--- src/rot_sub_skip_defs.vh ---
// constants for the rotate, subtract, skip and set datapath
// assumes inclusion by bare name from the datapath module
`ifndef ROT_SUB_SKIP_DEFS_VH
`define ROT_SUB_SKIP_DEFS_VH

// operation codes on opCode
`define OP_ROT_LEFT_TO_WORK 5'h00
`define OP_ROT_LEFT_THRU_FLAG_MEM 5'h01
`define OP_ROT_LEFT_THRU_FLAG_WORK 5'h02
`define OP_ROT_RIGHT_MEM 5'h03
`define OP_ROT_RIGHT_TO_WORK 5'h04
`define OP_ROT_RIGHT_THRU_FLAG_MEM 5'h05
`define OP_ROT_RIGHT_THRU_FLAG_WORK 5'h06
`define OP_MINUS_WITH_BORROW_WORK 5'h07
`define OP_MINUS_WITH_BORROW_IMM 5'h08
`define OP_MINUS_WITH_BORROW_MEM 5'h09
`define OP_MINUS_WORK 5'h0a
`define OP_MINUS_IMM 5'h0b
`define OP_MINUS_INTO_MEM 5'h0c
`define OP_DEC_SKIP_IF_ZERO 5'h0d
`define OP_DEC_SKIP_IF_ZERO_WORK 5'h0e
`define OP_INC_SKIP_IF_ZERO 5'h0f
`define OP_INC_SKIP_IF_ZERO_WORK 5'h10
`define OP_SKIP_IF_BIT_NONZERO 5'h11
`define OP_SKIP_IF_NONZERO 5'h12
`define OP_SET_BYTE 5'h13
`define OP_SET_BIT 5'h14
`define OP_SWAP_NIBBLES 5'h15

// register byte addresses
`define ADDR_WORK 8'h00
`define ADDR_FLAGS 8'h04
`define ADDR_STATUS 8'h08

// flag bit positions in the flags register
`define FLAG_CARRY 0
`define FLAG_HALF_CARRY 1
`define FLAG_ZERO 2
`define FLAG_SIGNED_WRAP 3
`define FLAG_SIGNED_RESULT 4
`define FLAG_COMBINED_ZERO 5

// status register bit positions
`define STAT_BUSY 0
`define STAT_LAST_SKIP 1

// reset values and the byte-set pattern
`define RESET_WORK 8'h00
`define RESET_FLAGS 6'h00
`define ALL_ONES 8'hff

`endif

--- src/rot_sub_skip_datapath.v ---
// execution datapath for rotates, subtracts, skips, byte and bit set, swap
// assumes the sequencer presents the memory byte with the op and writes back
// inputs are synchronous to core_clk; one op is presented per opStart pulse
`timescale 1ns/1ps
`include "rot_sub_skip_defs.vh"

module rot_sub_skip_datapath (
  // clock and reset
  input wire core_clk,
  input wire rst_n,
  // operation request from the sequencer
  input wire opStart,
  input wire [4:0] opCode,
  input wire [2:0] bitSel,
  input wire [7:0] immData,
  input wire [7:0] memRdData,
  // results to sequencer and data memory
  output reg opDone,
  output reg memWrEn,
  output reg [7:0] memWrData,
  output reg skipNext,
  output reg dummyCycle,
  output reg busy,
  // architectural state
  output reg [7:0] workRegister,
  output reg carryFlag,
  output reg halfCarryFlag,
  output reg zeroFlag,
  output reg signedWrapFlag,
  output reg signedResultFlag,
  output reg combinedZeroFlag,
  // register port
  input wire [7:0] regAddr,
  input wire [7:0] regWrData,
  input wire regWrite,
  input wire regRead,
  output reg [7:0] regRdData
);

  localparam ST_IDLE = 1'b0;
  localparam ST_DUMMY = 1'b1;

  // flag reset pattern as a vector, so each flag can pick its own bit
  localparam [5:0] FLAGS_AT_RESET = `RESET_FLAGS;

  reg state;
  reg lastSkip;

  // a request while the dummy cycle is pending is dropped
  wire take = opStart && (state == ST_IDLE);

  // subtract operands
  reg [7:0] subB;
  reg subBorrowIn;
  reg subWithBorrow;
  reg [8:0] subFull;
  reg [4:0] subLow;
  reg [7:0] subRes;
  // subtract flag results; half carry from the nibble difference, the rest from the full one
  reg subCarry;
  reg subHalf;
  reg subZero;
  reg subWrap;
  reg subSign;
  reg subCombZero;

  // combinational results of the requested op
  reg [7:0] next_mem;
  reg next_memWe;
  reg [7:0] next_work;
  reg next_workWe;
  reg next_carry;
  reg next_carryWe;
  reg next_subFlags;
  reg next_skipType;
  reg next_skip;
  reg [7:0] memInc;
  reg [7:0] memDec;
  reg [7:0] bitMask;
  // register read words assembled from the field positions
  reg [7:0] flagsWord;
  reg [7:0] statusWord;

  // subtract path shared by all six subtract forms
  always @* begin
    subWithBorrow = (opCode == `OP_MINUS_WITH_BORROW_WORK) ||
                    (opCode == `OP_MINUS_WITH_BORROW_IMM) ||
                    (opCode == `OP_MINUS_WITH_BORROW_MEM);
    subB = ((opCode == `OP_MINUS_WITH_BORROW_IMM) ||
            (opCode == `OP_MINUS_IMM)) ? immData : memRdData;
    // inverted carry is the borrow in
    subBorrowIn = subWithBorrow & ~carryFlag;
    subFull = {1'b0, workRegister} - {1'b0, subB} - {8'h00, subBorrowIn};
    subLow = {1'b0, workRegister[3:0]} - {1'b0, subB[3:0]} -
             {4'h0, subBorrowIn};
    subRes = subFull[7:0];
    // no borrow out of bit 7 means the difference is zero or positive
    subCarry = ~subFull[8];
    // no borrow out of the low nibble
    subHalf = ~subLow[4];
    subZero = (subRes == 8'h00);
    // operand signs differ and the result sign left the work sign
    subWrap = (workRegister[7] ^ subB[7]) & (subRes[7] ^ workRegister[7]);
    // true sign of the result, corrected for wrap
    subSign = subRes[7] ^ subWrap;
    // chained multi-byte zero: borrow forms keep the earlier byte's zero
    subCombZero = subZero & (~subWithBorrow | combinedZeroFlag);
  end

  // per-op result selection
  always @* begin
    memInc = memRdData + 8'h01;
    memDec = memRdData - 8'h01;
    bitMask = 8'h01 << bitSel;
    // defaults: nothing written, nothing skipped, flags kept
    next_mem = memRdData;
    next_memWe = 1'b0;
    next_work = workRegister;
    next_workWe = 1'b0;
    next_carry = carryFlag;
    next_carryWe = 1'b0;
    next_subFlags = 1'b0;
    next_skipType = 1'b0;
    next_skip = 1'b0;
    case (opCode)
      // plain rotates: carry is neither read nor written
      `OP_ROT_LEFT_TO_WORK: begin
        next_work = {memRdData[6:0], memRdData[7]};
        next_workWe = 1'b1;
      end
      // nine-bit rotates take old carry in and the bit shifted out becomes carry; the plain right rotates here leave carry alone
      `OP_ROT_LEFT_THRU_FLAG_MEM: begin
        next_mem = {memRdData[6:0], carryFlag};
        next_memWe = 1'b1;
        next_carry = memRdData[7];
        next_carryWe = 1'b1;
      end
      `OP_ROT_LEFT_THRU_FLAG_WORK: begin
        next_work = {memRdData[6:0], carryFlag};
        next_workWe = 1'b1;
        next_carry = memRdData[7];
        next_carryWe = 1'b1;
      end
      `OP_ROT_RIGHT_MEM: begin
        next_mem = {memRdData[0], memRdData[7:1]};
        next_memWe = 1'b1;
      end
      `OP_ROT_RIGHT_TO_WORK: begin
        next_work = {memRdData[0], memRdData[7:1]};
        next_workWe = 1'b1;
      end
      `OP_ROT_RIGHT_THRU_FLAG_MEM: begin
        next_mem = {carryFlag, memRdData[7:1]};
        next_memWe = 1'b1;
        next_carry = memRdData[0];
        next_carryWe = 1'b1;
      end
      `OP_ROT_RIGHT_THRU_FLAG_WORK: begin
        next_work = {carryFlag, memRdData[7:1]};
        next_workWe = 1'b1;
        next_carry = memRdData[0];
        next_carryWe = 1'b1;
      end
      // work-destination subtracts; immediate forms take immData instead
      `OP_MINUS_WITH_BORROW_WORK,
      `OP_MINUS_WITH_BORROW_IMM,
      `OP_MINUS_WORK,
      `OP_MINUS_IMM: begin
        next_work = subRes;
        next_workWe = 1'b1;
        next_subFlags = 1'b1;
      end
      // memory-destination subtracts leave the work register as it was
      `OP_MINUS_WITH_BORROW_MEM,
      `OP_MINUS_INTO_MEM: begin
        next_mem = subRes;
        next_memWe = 1'b1;
        next_subFlags = 1'b1;
      end
      // counting skips: the new value decides the skip, flags stay put
      `OP_DEC_SKIP_IF_ZERO: begin
        next_mem = memDec;
        next_memWe = 1'b1;
        next_skipType = 1'b1;
        next_skip = (memDec == 8'h00);
      end
      `OP_DEC_SKIP_IF_ZERO_WORK: begin
        next_work = memDec;
        next_workWe = 1'b1;
        next_skipType = 1'b1;
        next_skip = (memDec == 8'h00);
      end
      `OP_INC_SKIP_IF_ZERO: begin
        next_mem = memInc;
        next_memWe = 1'b1;
        next_skipType = 1'b1;
        next_skip = (memInc == 8'h00);
      end
      `OP_INC_SKIP_IF_ZERO_WORK: begin
        next_work = memInc;
        next_workWe = 1'b1;
        next_skipType = 1'b1;
        next_skip = (memInc == 8'h00);
      end
      // pure test: no write-back, the selected bit decides the skip
      `OP_SKIP_IF_BIT_NONZERO: begin
        next_skipType = 1'b1;
        next_skip = |(memRdData & bitMask);
      end
      `OP_SKIP_IF_NONZERO: begin
        // same value goes back, so the write is harmless
        next_memWe = 1'b1;
        next_skipType = 1'b1;
        next_skip = (memRdData != 8'h00);
      end
      // set and swap ops write memory only
      `OP_SET_BYTE: begin
        next_mem = `ALL_ONES;
        next_memWe = 1'b1;
      end
      `OP_SET_BIT: begin
        next_mem = memRdData | bitMask;
        next_memWe = 1'b1;
      end
      `OP_SWAP_NIBBLES: begin
        next_mem = {memRdData[3:0], memRdData[7:4]};
        next_memWe = 1'b1;
      end
      default: begin
        // unknown code: answered with opDone, write data reloaded with the memory byte, nothing else moves
        next_mem = memRdData;
      end
    endcase
  end

  // sequencing: one result cycle, skip ops add a dummy cycle
  always @(posedge core_clk or negedge rst_n) begin
    if (!rst_n) begin
      state <= ST_IDLE;
      busy <= 1'b0;
      opDone <= 1'b0;
      memWrEn <= 1'b0;
      memWrData <= 8'h00;
      skipNext <= 1'b0;
      dummyCycle <= 1'b0;
      lastSkip <= 1'b0;
    end else begin
      opDone <= take;
      memWrEn <= take & next_memWe;
      skipNext <= take & next_skip;
      dummyCycle <= 1'b0;
      // write data holds between ops so a slow memory can still latch it
      if (take) begin
        memWrData <= next_mem;
      end
      // only skip-type ops leave idle; every other op answers in one cycle
      case (state)
        ST_IDLE: begin
          if (take && next_skipType) begin
            state <= ST_DUMMY;
            busy <= 1'b1;
            lastSkip <= next_skip;
          end
        end
        ST_DUMMY: begin
          // next fetch is discarded here whether or not it is skipped
          dummyCycle <= 1'b1;
          busy <= 1'b0;
          state <= ST_IDLE;
        end
        default: begin
          state <= ST_IDLE;
          busy <= 1'b0;
        end
      endcase
    end
  end

  // work register; an op in the same cycle wins over a software write
  // the losing write is dropped rather than merged, to keep results whole
  always @(posedge core_clk or negedge rst_n) begin
    if (!rst_n) begin
      workRegister <= `RESET_WORK;
    end else if (take && next_workWe) begin
      workRegister <= next_work;
    end else if (regWrite && (regAddr == `ADDR_WORK)) begin
      workRegister <= regWrData;
    end
  end

  // status flags; skip, set and swap ops leave them alone
  // any op that moves a flag blocks the whole software write, so no torn set
  always @(posedge core_clk or negedge rst_n) begin
    if (!rst_n) begin
      carryFlag <= FLAGS_AT_RESET[`FLAG_CARRY];
      halfCarryFlag <= FLAGS_AT_RESET[`FLAG_HALF_CARRY];
      zeroFlag <= FLAGS_AT_RESET[`FLAG_ZERO];
      signedWrapFlag <= FLAGS_AT_RESET[`FLAG_SIGNED_WRAP];
      signedResultFlag <= FLAGS_AT_RESET[`FLAG_SIGNED_RESULT];
      combinedZeroFlag <= FLAGS_AT_RESET[`FLAG_COMBINED_ZERO];
    end else if (take && next_subFlags) begin
      // exactly the six subtract flags move here
      carryFlag <= subCarry;
      halfCarryFlag <= subHalf;
      zeroFlag <= subZero;
      signedWrapFlag <= subWrap;
      signedResultFlag <= subSign;
      combinedZeroFlag <= subCombZero;
    end else if (take && next_carryWe) begin
      carryFlag <= next_carry;
    end else if (regWrite && (regAddr == `ADDR_FLAGS)) begin
      carryFlag <= regWrData[`FLAG_CARRY];
      halfCarryFlag <= regWrData[`FLAG_HALF_CARRY];
      zeroFlag <= regWrData[`FLAG_ZERO];
      signedWrapFlag <= regWrData[`FLAG_SIGNED_WRAP];
      signedResultFlag <= regWrData[`FLAG_SIGNED_RESULT];
      combinedZeroFlag <= regWrData[`FLAG_COMBINED_ZERO];
    end
  end

  // flag and status words laid out by the field positions, spare bits zero
  always @* begin
    flagsWord = 8'h00;
    flagsWord[`FLAG_CARRY] = carryFlag;
    flagsWord[`FLAG_HALF_CARRY] = halfCarryFlag;
    flagsWord[`FLAG_ZERO] = zeroFlag;
    flagsWord[`FLAG_SIGNED_WRAP] = signedWrapFlag;
    flagsWord[`FLAG_SIGNED_RESULT] = signedResultFlag;
    flagsWord[`FLAG_COMBINED_ZERO] = combinedZeroFlag;
    statusWord = 8'h00;
    statusWord[`STAT_BUSY] = busy;
    statusWord[`STAT_LAST_SKIP] = lastSkip;
  end

  // read port: data one cycle after the strobe, zero otherwise
  // an unmapped address reads as zero, like an idle cycle
  always @(posedge core_clk or negedge rst_n) begin
    if (!rst_n) begin
      regRdData <= 8'h00;
    end else if (regRead) begin
      case (regAddr)
        `ADDR_WORK: regRdData <= workRegister;
        `ADDR_FLAGS: regRdData <= flagsWord;
        `ADDR_STATUS: regRdData <= statusWord;
        default: regRdData <= 8'h00;
      endcase
    end else begin
      regRdData <= 8'h00;
    end
  end

endmodule // rot_sub_skip_datapath

--- config.mk ---
export PLATFORM = sky130hd
export DESIGN_NAME = rot_sub_skip_datapath
export DESIGN_NICKNAME = d
export VERILOG_FILES = /design/src/rot_sub_skip_datapath.v
export VERILOG_INCLUDE_DIRS = /design/src /design/src/src
export SDC_FILE = /design/constraint.sdc
export NUM_CORES = 1
export LEC_CHECK = 0
export BUFFER_PORTS_ARGS = -buffer_cell sky130_fd_sc_hd__buf_2
export CORE_AREA = 2 2 92 94
export DETAILED_ROUTE_END_ITERATION = 7
export DIE_AREA = 0 0 94 96
export PLACE_DENSITY = 0.73
export SLEW_MARGIN = 20
export SYNTH_ARGS = -nofsm -noshare
export SYNTH_HDL_FRONTEND = slang
export SYNTH_SLANG_ARGS = --single-unit
--- constraint.sdc ---
create_clock -name core_clk -period 3.1 [get_ports core_clk]
set_input_delay 0.155 -clock core_clk [delete_from_list [all_inputs] [get_ports core_clk]]
set_output_delay 0.155 -clock core_clk [all_outputs]
set_load 0.02 [all_outputs]
==> flow_metrics.py, run 1 <==
metrics = {
    "clock_tree": {
        "clk_pin_slew_worst_paths_ns": 0.07,
        "post_cts_buffers": 0,
        "cts_tree": "yes",
        "cts_buffers": 5,
        "cts_root_buffer": "clkbuf_8",
        "clk_latency_ns": 0.29,
        "clock_path_buffers": 2,
        "cts.sinks": 37,
        "h-tree-depth": 2,
    },
    "power_and_ir_drop": {
        "power_frac_seq": 0.254,
        "p_switching_mw": 1.105,
        "leakagePower_nw": 2.266,
        "switching_share": 0.4316,
        "p_clk_frac": 0.172,
        "power_density_nw_per_um2": 529.9,
        "ir_drop_mv": 0.2576,
        "p_total_mw": 2.559,
        "p_int_mw": 1.454,
        "p_comb_frac": 0.574,
    },
    "grt": {
        "grt_usage": 0.3184,
        "grt_pass1_vias": 4308,
        "grt_max_degree": 38,
        "grt_overflow": 0,
        "antenna_found_initial": 0,
        "grt_pass1_wl_mm": 22.36,
    },
    "timing": {
        "fmax_mhz": 328.8,
        "tightest_slew_ns": 0.8133,
        "hold_viol_final": 0,
        "clock-skew-final_ns": 0.008339,
        "grt_setup_unrepaired": "true",
        "setup_slack_ns": 0.05894,
        "slew_headroom": 0.4578,
        "period_minus_slack_ns": 3.041,
        "setup_viol": 0,
        "maxSlewViolCount": 0,
        "finalCritPeriodShare": 0.9810,
    },
    "detailed_routing": {
        "vias_per_cell": 6.415,
        "drt_iter0_drc": 494,
        "drc": 0,
        "routed-via-count": 4574,
        "ant_nets": 0,
        "wl_per_cell_um": 20.12,
        "first_pass_iters": 6,
        "routed_wl_mm": 14.34,
    },
    "setup_path": {
        "cp_top_family": "simple AND/OR/NAND/NOR gates",
        "worstPathArrival_ns": 3.26,
        "crit_chain": "buf_2, nand2b_4, nor2_4, nand2_4, mux2_4, fa_1, inv_1, ha_1, xor2_1, inv_1, nand3_1, or4_1, or4_4, a21oi_2",
        "crit_buf_inv": 3,
        "reg2regPathDepth": 10,
        "reg2reg_from": "workRegister[0]",
        "crit_top_cell": "inv_1",
        "critical-path-max-stage-delay_ns": 0.55,
        "r2r-end": "zeroFlag",
        "worst_ep_required_time_ns": 3.32,
        "start_kind": "input port",
        "cp_max_fo": 2,
        "cp_slowest_cell": "or4_1",
        "crit_type": "in -> reg",
        "worst-r2r-setup-slack_ns": 0.11,
        "critPathCaptureType": "register",
    },
    "logic_synthesis": {
        "ys_warn_count": 0,
        "synth_edf_count": 0,
        "ys_seq_elements": 37,
        "netlist_instances": 521,
        "postSynth.asyncResetShare": 1.000,
        "syn_area_um2": 3971,
        "synth_nets": 586,
        "ys_types": 66,
        "yosysSeqAreaShare": 0.2331,
        "synth-main-ff-cell": "dfrtp_1",
        "syn-mean-instance-area_um2": 7.622,
    },
    "hold_path": {
        "whs_path_depth": 3,
        "min_path_type": "in -> reg",
        "holdPathEnd": "halfCarryFlag",
        "min_from": "regWrData[1]",
    },
    "floorplan": {
        "rows": 33,
        "die_area_um2": 9024,
        "num_io_pins": 80,
        "fp.dieW_um": 94,
        "start_util": 0.4932,
        "core_area_um2": 8051,
        "die-height_um": 96,
    },
    "place": {
        "dp_cells": 704,
        "placed_area_um2": 4664,
        "io_buffers": 79,
        "dp_hpwl_mm": 10.84,
        "globalplace.congestion": 1.011,
        "place_ws_ns": -0.2124,
    },
    "cells_and_area": {
        "fin_nets": 672,
        "area_growth_pct": 21.61,
        "stdcell_count": 713,
        "n_antenna_cell": 0,
        "fin_area_um2": 4830,
        "layout-drive-gt1-share": 0.2615,
    },
    "run_status": {
        "status": "finished, final reports clean",
    },
    "run": {
        "maxCapViolCount": 0,
    },
}
==> placed cells by master, fill, tap and decap left out, types with 4 or more instances in the layout <==
cell      netlist  routed
a211oi_1        7       7
a21o_1          7       7
a21oi_1        28      27
a221o_1         5       5
a221oi_1        7       7
a22oi_1        10      10
a31oi_1         8       8
and3_1          8       8
buf_2           8      79
buf_4           0      40
clkbuf_8        0       6
dfrtp_1        37      37
ha_1           18      18
inv_1          32      32
mux2_2         12      11
mux2i_1        15      15
nand2_1        42      41
nand2b_1        9       8
nand3_1        14      14
nor2_1         43      41
nor2b_1         9       9
nor3_1         15      15
nor3b_1         4       4
nor4_1          9       9
o211ai_1        4       4
o21a_1          8       8
o21ai_0        38      37
o21ai_1         4       5
o221ai_1        5       5
o22ai_1         8       8
xnor2_1        12      11
xor2_1         12      11
==> Yosys cell counts (all sizes together) (9+ instances only) <==
cell / number / area (um^2)
mux2i: 15 / 150.1
dfrtp: 37 / 925.9
nand3: 15 / 80.08
nand2: 42 / 157.7
inv: 34 / 127.6
mux2: 13 / 146.4
clkbuf: 26 / 97.59
xor2: 12 / 105.1
a22oi: 10 / 75.07
nor2: 43 / 161.4
nor3: 16 / 85.08
ha: 18 / 225.2
xnor2: 12 / 105.1
a21oi: 28 / 140.1
nor2b: 9 / 56.30
nand2b: 9 / 56.30
o21ai: 43 / 219.0
buf: 16 / 77.58
nor4: 9 / 56.30
==> stage by stage <==
step / hold slack [ns] / setup TNS [ns] / util
after floorplan: -0.1406 / -0.08188 / -
after global placement: 0.2766 / -0.1743 / 0.5793
after detailed placement: 0.2964 / -0.3894 / 0.5793
after CTS: 0.1320 / 0 / 0.5955
after global routing: 0.1384 / -0.04205 / 0.5998
final: 0.1305 / 0 / 0.5998
==> worst max path at each step <==
stage,cells after the start,slack (ns),startpoint,to
after floorplan,14,-0.05,opCode[4],zeroFlag
after global placement,13,-0.1,opCode[0],zeroFlag
after detailed placement,13,-0.21,opCode[0],zeroFlag
after CTS,13,0.08,opCode[0],zeroFlag
after global routing,13,-0.03,opCode[0],combinedZeroFlag
final,14,0.06,opCode[2],zeroFlag
==> power by group through the flow <==
stage / Sequential [mW] / Combinational, mW / Clock, mW
final: 0.650 / 1.47 / 0.441
after CTS: 0.645 / 1.42 / 0.441
after floorplan: 0.741 / 0.731 / 0
after global placement: 0.652 / 1.37 / 0
after detailed placement: 0.653 / 1.41 / 0
after global routing: 0.656 / 1.58 / 0.460
==> flip-flops by register name, indices dropped and copies added (netlist names) <==
| name | cells |
|---|---|
| zeroFlag | 1 |
| opDone | 1 |
| lastSkip | 1 |
| dummyCycle | 1 |
| busy | 1 |
| memWrEn | 1 |
| combinedZeroFlag | 1 |
| carryFlag | 1 |
| skipNext | 1 |
| regRdData | 8 |
| signedResultFlag | 1 |
| state | 1 |
| halfCarryFlag | 1 |
| workRegister | 8 |
| memWrData | 8 |
| signedWrapFlag | 1 |
==> layer usage <==
layer	global-route usage	wire length (um)	share of wire	vias to the layer above
met5	0	0	0	-
met4	0.1063	480	0.033	0
met3	0.07283	1831	0.13	44
met2	0.5292	6538	0.46	314
met1	0.4098	5493	0.38	2139
li1	-	-	-	2077
==> timing repair <==
action / in CTS / in global routing
endpoints found under the setup margin: 0 / 2
endpoints found under the hold margin: 37 / 0
resized for setup: 0 / 8
hold buffers: 1 / 0
==> final cells by class <==
| cell class | count | area (um^2) |
|---|---|---|
| inverters | 34 | 127.6 |
| multi-input cells | 408 | 2808 |
| fillers | 762 | 3222 |
| clock buffers | 6 | 82.58 |
| well taps | 105 | 131.4 |
| clock inverters | 2 | 37.54 |
| flip-flops and latches | 37 | 925.9 |
| repair buffers | 121 | 716.9 |
==> tightest hold or removal path, cell delays in order <==
cell     delay [ns]
buf_2          0.10
nand2_1        0.05
a31oi_1        0.07
==> logic make-up after synthesis <==
logic type	Yosys count	synth area share
buffers and inverters	76	0.07625
adder cells (fa/ha/maj)	21	0.06931
AO/OA/AOI/OAI	163	0.2728
flip-flops	37	0.2331
XOR/XNOR	24	0.05293
multiplexers	29	0.08034
AND/OR/NAND/NOR	171	0.2152
Power figures use the tool's default switching activity.
==> run 2, diff against run 1 <==
Settings changed: PLACE_DENSITY 0.73 to 0.75, RECOVER_POWER set to 100, SETUP_SLACK_MARGIN set to 0.2.
==> flow_metrics.py, run 2 (synthesized netlist as in run 1, its figures left out) <==
metrics = {
    "run_status": {
        "status": "finished with violations",
        "failed_checks": "max-capacitance violations, max-slew violations",
    },
    "setup_path": {
        "crit_chain": "buf_2, xnor2_4, nand2_4, mux2_4, fa_1, inv_2, ha_4, xor2_2, inv_1, nand3_1, or4_1, or4_4, a21oi_1",
        "cp_top_family": "simple AND/OR/NAND/NOR gates",
        "worst_ep_required_time_ns": 3.31,
        "critPathCaptureType": "register",
        "crit_buf_inv": 3,
        "cp_slowest_cell": "fa_1",
        "worstPathArrival_ns": 3.18,
        "critical-path-max-stage-delay_ns": 0.56,
        "crit_type": "in -> reg",
        "cp_max_fo": 2,
        "start_kind": "input port",
    },
    "detailed_routing": {
        "first_pass_iters": 5,
        "vias_per_cell": 6.247,
        "top_layer_used": "met4",
        "wl_per_cell_um": 19.56,
        "drc": 0,
        "wl_met1_mm": 5.865,
        "routed_wl_mm": 14.03,
        "route.met2.wl_mm": 6.635,
        "drt_iter0_drc": 401,
        "routed-via-count": 4479,
        "routed-wl-met3_mm": 1.318,
        "ant_nets": 0,
    },
    "floorplan": {
        "die-height_um": 96,
        "core_area_um2": 8051,
        "start_util": 0.4932,
        "fp.dieW_um": 94,
        "rows": 33,
        "die_area_um2": 9024,
        "num_io_pins": 80,
    },
    "grt": {
        "grt_pass1_vias": 4030,
        "grt_pass1_wl_mm": 21.40,
        "antenna_found_initial": 0,
        "grt_max_degree": 38,
        "grt_usage": 0.3047,
        "grt_overflow": 0,
    },
    "power_and_ir_drop": {
        "switching_share": 0.4361,
        "ir_drop_mv": 0.2222,
        "power_density_nw_per_um2": 521.8,
        "p_switching_mw": 1.093,
        "p_total_mw": 2.506,
        "power_frac_seq": 0.258,
        "p_clk_frac": 0.135,
        "p_int_mw": 1.413,
        "p_comb_frac": 0.608,
        "leakagePower_nw": 2.147,
    },
    "cells_and_area": {
        "layout-drive-gt1-share": 0.2059,
        "n_antenna_cell": 0,
        "layout_commonest_cell": "buf_2",
        "reg_top3": "memWrData: 8 flops, regRdData: 8 flops, workRegister: 8 flops",
        "area_growth_pct": 20.95,
        "final_cell_mix": "buf_2 (43), nand2_1 (41), clkbuf_1 (41)",
        "fin_nets": 677,
    },
    "clock_tree": {
        "clk_pin_slew_worst_paths_ns": 0.07,
        "cts_tree": "yes",
        "cts.sinks": 37,
        "clk_latency_ns": 0.29,
        "clock_path_buffers": 2,
        "cts_root_buffer": "clkbuf_8",
        "h-tree-depth": 2,
        "cts_buffers": 5,
    },
    "timing": {
        "tightest_slew_ns": 1.943,
        "setup_viol": 0,
        "maxSlewViolCount": 38,
        "fmax_mhz": 336.6,
        "slew_headroom": -0.2950,
        "finalCritPeriodShare": 0.9585,
        "setup_slack_ns": 0.1287,
        "hold_slack_ns": 0.1497,
        "period_minus_slack_ns": 2.971,
        "grt_setup_unrepaired": "true",
        "hold_viol_final": 0,
        "clock-skew-final_ns": 0.005360,
    },
    "hold_path": {
        "min_path_type": "in -> reg",
    },
    "place": {
        "place_ws_ns": -0.2095,
        "globalplace.congestion": 0.9901,
        "io_buffers": 79,
        "dp_hpwl_mm": 10.78,
    },
    "run": {
        "maxCapViolCount": 1,
    },
}
==> run 2: cell count changes in the layout (fill, tap and decap cells not counted), sizes merged <==
cell      before  now
clkbuf         6   48
buf          120   84
bufinv         1    0
clkinvlp       1    0
==> run 2: worst paths after layout <==
kind	from	to	slack, ns	cells after the start
worst max-delay path	opCode[0]	zeroFlag	0.13	13
worst min-delay path	regWrData[1]	halfCarryFlag	0.15	3
worst max register to register	workRegister[0]	zeroFlag	0.19	10
worst min register to register	state	dummyCycle	0.40	0
max in group asynchronous	rst_n	zeroFlag	1.03	2
min in group asynchronous	rst_n	opDone	0.96	2
==> run 2: worst reg2reg max path, stage by stage, from the launching register on <==
cell     delay, ns
dfrtp_1       0.40
inv_1         0.11
fa_1          0.60
inv_2         0.06
ha_4          0.22
xor2_2        0.15
inv_1         0.09
nand3_1       0.09
or4_1         0.53
or4_4         0.44
a21oi_1       0.16
==> run 2: power groups by stage <==
| stage | sequential (mW) | combinational, mW | clock, mW |
|---|---|---|---|
| after floorplan | 0.741 | 0.731 | 0 |
| after global placement | 0.646 | 1.39 | 0 |
| after detailed placement | 0.650 | 1.42 | 0 |
| after CTS | 0.642 | 1.52 | 0.338 |
| after global routing | 0.654 | 1.64 | 0.358 |
| final | 0.646 | 1.52 | 0.337 |
==> run 2: layer usage <==
layer / GRT usage / up-vias
li1: - / 2082
met1: 0.4207 / 2118
met2: 0.5173 / 261
met3: 0.03289 / 18
met4: 0.06522 / 0
met5: 0 / -
==> run 2: per-stage QoR <==
stage | utilization | cells | instance area, um^2 | setup TNS, ns
final | 0.5966 | 717 | 4803 | 0
after global routing | 0.5966 | 717 | 4803 | 0
after CTS | 0.6000 | 717 | 4831 | 0
after detailed placement | 0.5793 | 704 | 4664 | -0.4094
after global placement | 0.5793 | 704 | 4664 | -0.1653
after floorplan | - | 521 | 4030 | -0.08188
==> run 2: cell type report <==
type | count | area, um^2
clock buffers | 7 | 86.33
fillers | 777 | 3248
inverters | 34 | 127.6
multi-input cells | 408 | 2838
flip-flops and latches | 37 | 925.9
well taps | 105 | 131.4
repair buffers | 126 | 694.4
==> run 2: timing repair <==
item | in CTS | in global routing
endpoints found under the hold margin | 37 | 0
setup endpoints to repair | 2 | 4
pin swaps | 3 | 7
buffers inserted | 5 | 0
gates resized for setup | 8 | 9
hold buffers | 1 | 0
==> run 3, diff against run 2 <==
Clock period 3.1 ns to 3.8 ns, I/O delays scaled along.
==> flow_metrics.py, run 3 (synthesized netlist as in run 1, its figures left out) <==
metrics = {
    "floorplan": {
        "num_io_pins": 80,
        "rows": 33,
        "die_area_um2": 9024,
        "core_area_um2": 8051,
        "die-height_um": 96,
        "fp.dieW_um": 94,
        "start_util": 0.4932,
    },
    "clock_tree": {
        "h-tree-depth": 2,
        "clk_latency_ns": 0.30,
        "clk_pin_slew_worst_paths_ns": 0.08,
        "post_cts_buffers": 0,
        "cts_buffers": 5,
        "cts.sinks": 37,
        "cts_root_buffer": "clkbuf_8",
        "cts_tree": "yes",
        "cts_resized": 0,
        "hold_buffers": 0,
        "clock_path_buffers": 2,
    },
    "timing": {
        "maxSlewViolCount": 38,
        "clock-skew-final_ns": 0.004645,
        "setup_tns_ns": 0,
        "grt_setup_unrepaired": "false",
        "tightest_slew_ns": 1.934,
        "period_minus_slack_ns": 3.289,
        "setup_slack_ns": 0.5112,
        "fmax_mhz": 304.1,
        "finalCritPeriodShare": 0.8655,
        "slew_headroom": -0.2896,
        "hold_viol_final": 0,
        "setup_viol": 0,
    },
    "power_and_ir_drop": {
        "ir_drop_mv": 0.2146,
        "power_density_nw_per_um2": 405.2,
        "p_total_mw": 1.818,
        "leakagePower_nw": 1.978,
    },
    "hold_path": {
        "holdPathEnd": "halfCarryFlag",
        "min_from": "regWrData[1]",
        "whs_path_depth": 3,
        "min_path_type": "in -> reg",
    },
    "detailed_routing": {
        "ant_nets": 0,
        "first_pass_iters": 5,
        "routed-via-count": 4380,
        "routed_wl_mm": 14.23,
        "drt_iter0_drc": 383,
        "wl_per_cell_um": 20.71,
        "vias_per_cell": 6.376,
        "drc": 0,
    },
    "grt": {
        "grt_pass1_wl_mm": 22.34,
        "grt_pass1_vias": 3995,
        "grt_overflow": 0,
        "grt_usage": 0.3212,
        "antenna_found_initial": 0,
        "grt_max_degree": 38,
    },
    "setup_path": {
        "worst-r2r-setup-slack_ns": 0.76,
        "r2r-end": "zeroFlag",
        "worst_ep_required_time_ns": 4.03,
        "cp_max_fo": 22,
        "crit_chain": "clkbuf_1, buf_4, nand4b_1, o21ai_0, nand2_1, nor2_1, fa_1, ha_1, o21ai_0, nand2_1, xnor2_1, or4_1, or4_1, a21oi_1",
        "reg2regPathDepth": 9,
        "crit_type": "in -> reg",
        "critical-path-max-stage-delay_ns": 0.47,
        "critPathCaptureType": "register",
        "reg2reg_from": "workRegister[0]",
        "cp_slowest_cell": "fa_1",
        "worstPathArrival_ns": 3.51,
        "start_kind": "input port",
    },
    "cells_and_area": {
        "fin_util": 0.5573,
        "n_antenna_cell": 0,
        "layout_commonest_cell": "nor2_1",
        "area_growth_pct": 12.98,
        "fin_nets": 646,
        "layout-drive-gt1-share": 0.1443,
        "final_cell_mix": "nor2_1 (43), nand2_1 (42), buf_2 (42)",
        "reg_top3": "memWrData: 8 flops, regRdData: 8 flops, workRegister: 8 flops",
    },
    "place": {
        "place_ws_ns": 0.2941,
        "globalplace.congestion": 1.009,
        "dp_hpwl_mm": 10.67,
        "io_buffers": 79,
    },
    "run": {
        "maxCapViolCount": 1,
    },
    "run_status": {
        "status": "finished with violations",
        "failed_checks": "max-capacitance violations, max-slew violations",
    },
}
-- run 3: critical path: cells and delay by family --
kind / cells / cell delay [ns]
fa+ha+maj: 2 / 0.69
simple gates: 6 / 1.50
compound gates: 3 / 0.57
xor+xnor: 1 / 0.15
buf+inv: 2 / 0.39
-- run 3: cell type report --
type / instances / area [um^2]
Multi-Input combinational cell: 408 / 2743
Tap cell: 105 / 131.4
Inverter: 34 / 127.6
Clock buffer: 7 / 96.34
Timing Repair Buffer: 95 / 457.9
Fill cell: 816 / 3565
Clock inverter: 1 / 5.005
Sequential cell: 37 / 925.9
-- run 3: stage by stage --
stage	std cells	cell area [um^2]	hold slack, ns
after floorplan	521	3971	-0.1056
after global placement	679	4443	0.3090
after detailed placement	679	4443	0.3257
after CTS	687	4544	0.01126
after global routing	687	4487	0.1808
final	687	4487	0.1635
-- run 3: power by group --
group / internal (mW) / switching, mW / leakage [nW]
Clock: 0.164 / 0.146 / 0.0542
Sequential: 0.461 / 0.0724 / 0.463
Combinational: 0.370 / 0.605 / 1.46
Total: 0.995 / 0.824 / 1.98
-- run 3: metal layers --
metal,vias up,share of wire,track usage
met2,271,0.47,0.5429
met3,27,0.093,0.03367
li1,2019,-,-
met1,2063,0.42,0.4433
met4,0,0.021,0.07609
met5,-,0,0
-- run 3: how the worst max path moves through the flow --
| stage | start | end | slack [ns] | cells past startpoint |
|---|---|---|---|---|
| detailed placement | opCode[0] | zeroFlag | 0.29 | 14 |
| floorplan | opCode[4] | zeroFlag | 0.27 | 14 |
| global placement | opCode[0] | zeroFlag | 0.39 | 14 |
| global route | opCode[0] | zeroFlag | 0.29 | 14 |
| finish | opCode[0] | zeroFlag | 0.51 | 14 |
| CTS | opCode[0] | zeroFlag | 0.59 | 14 |
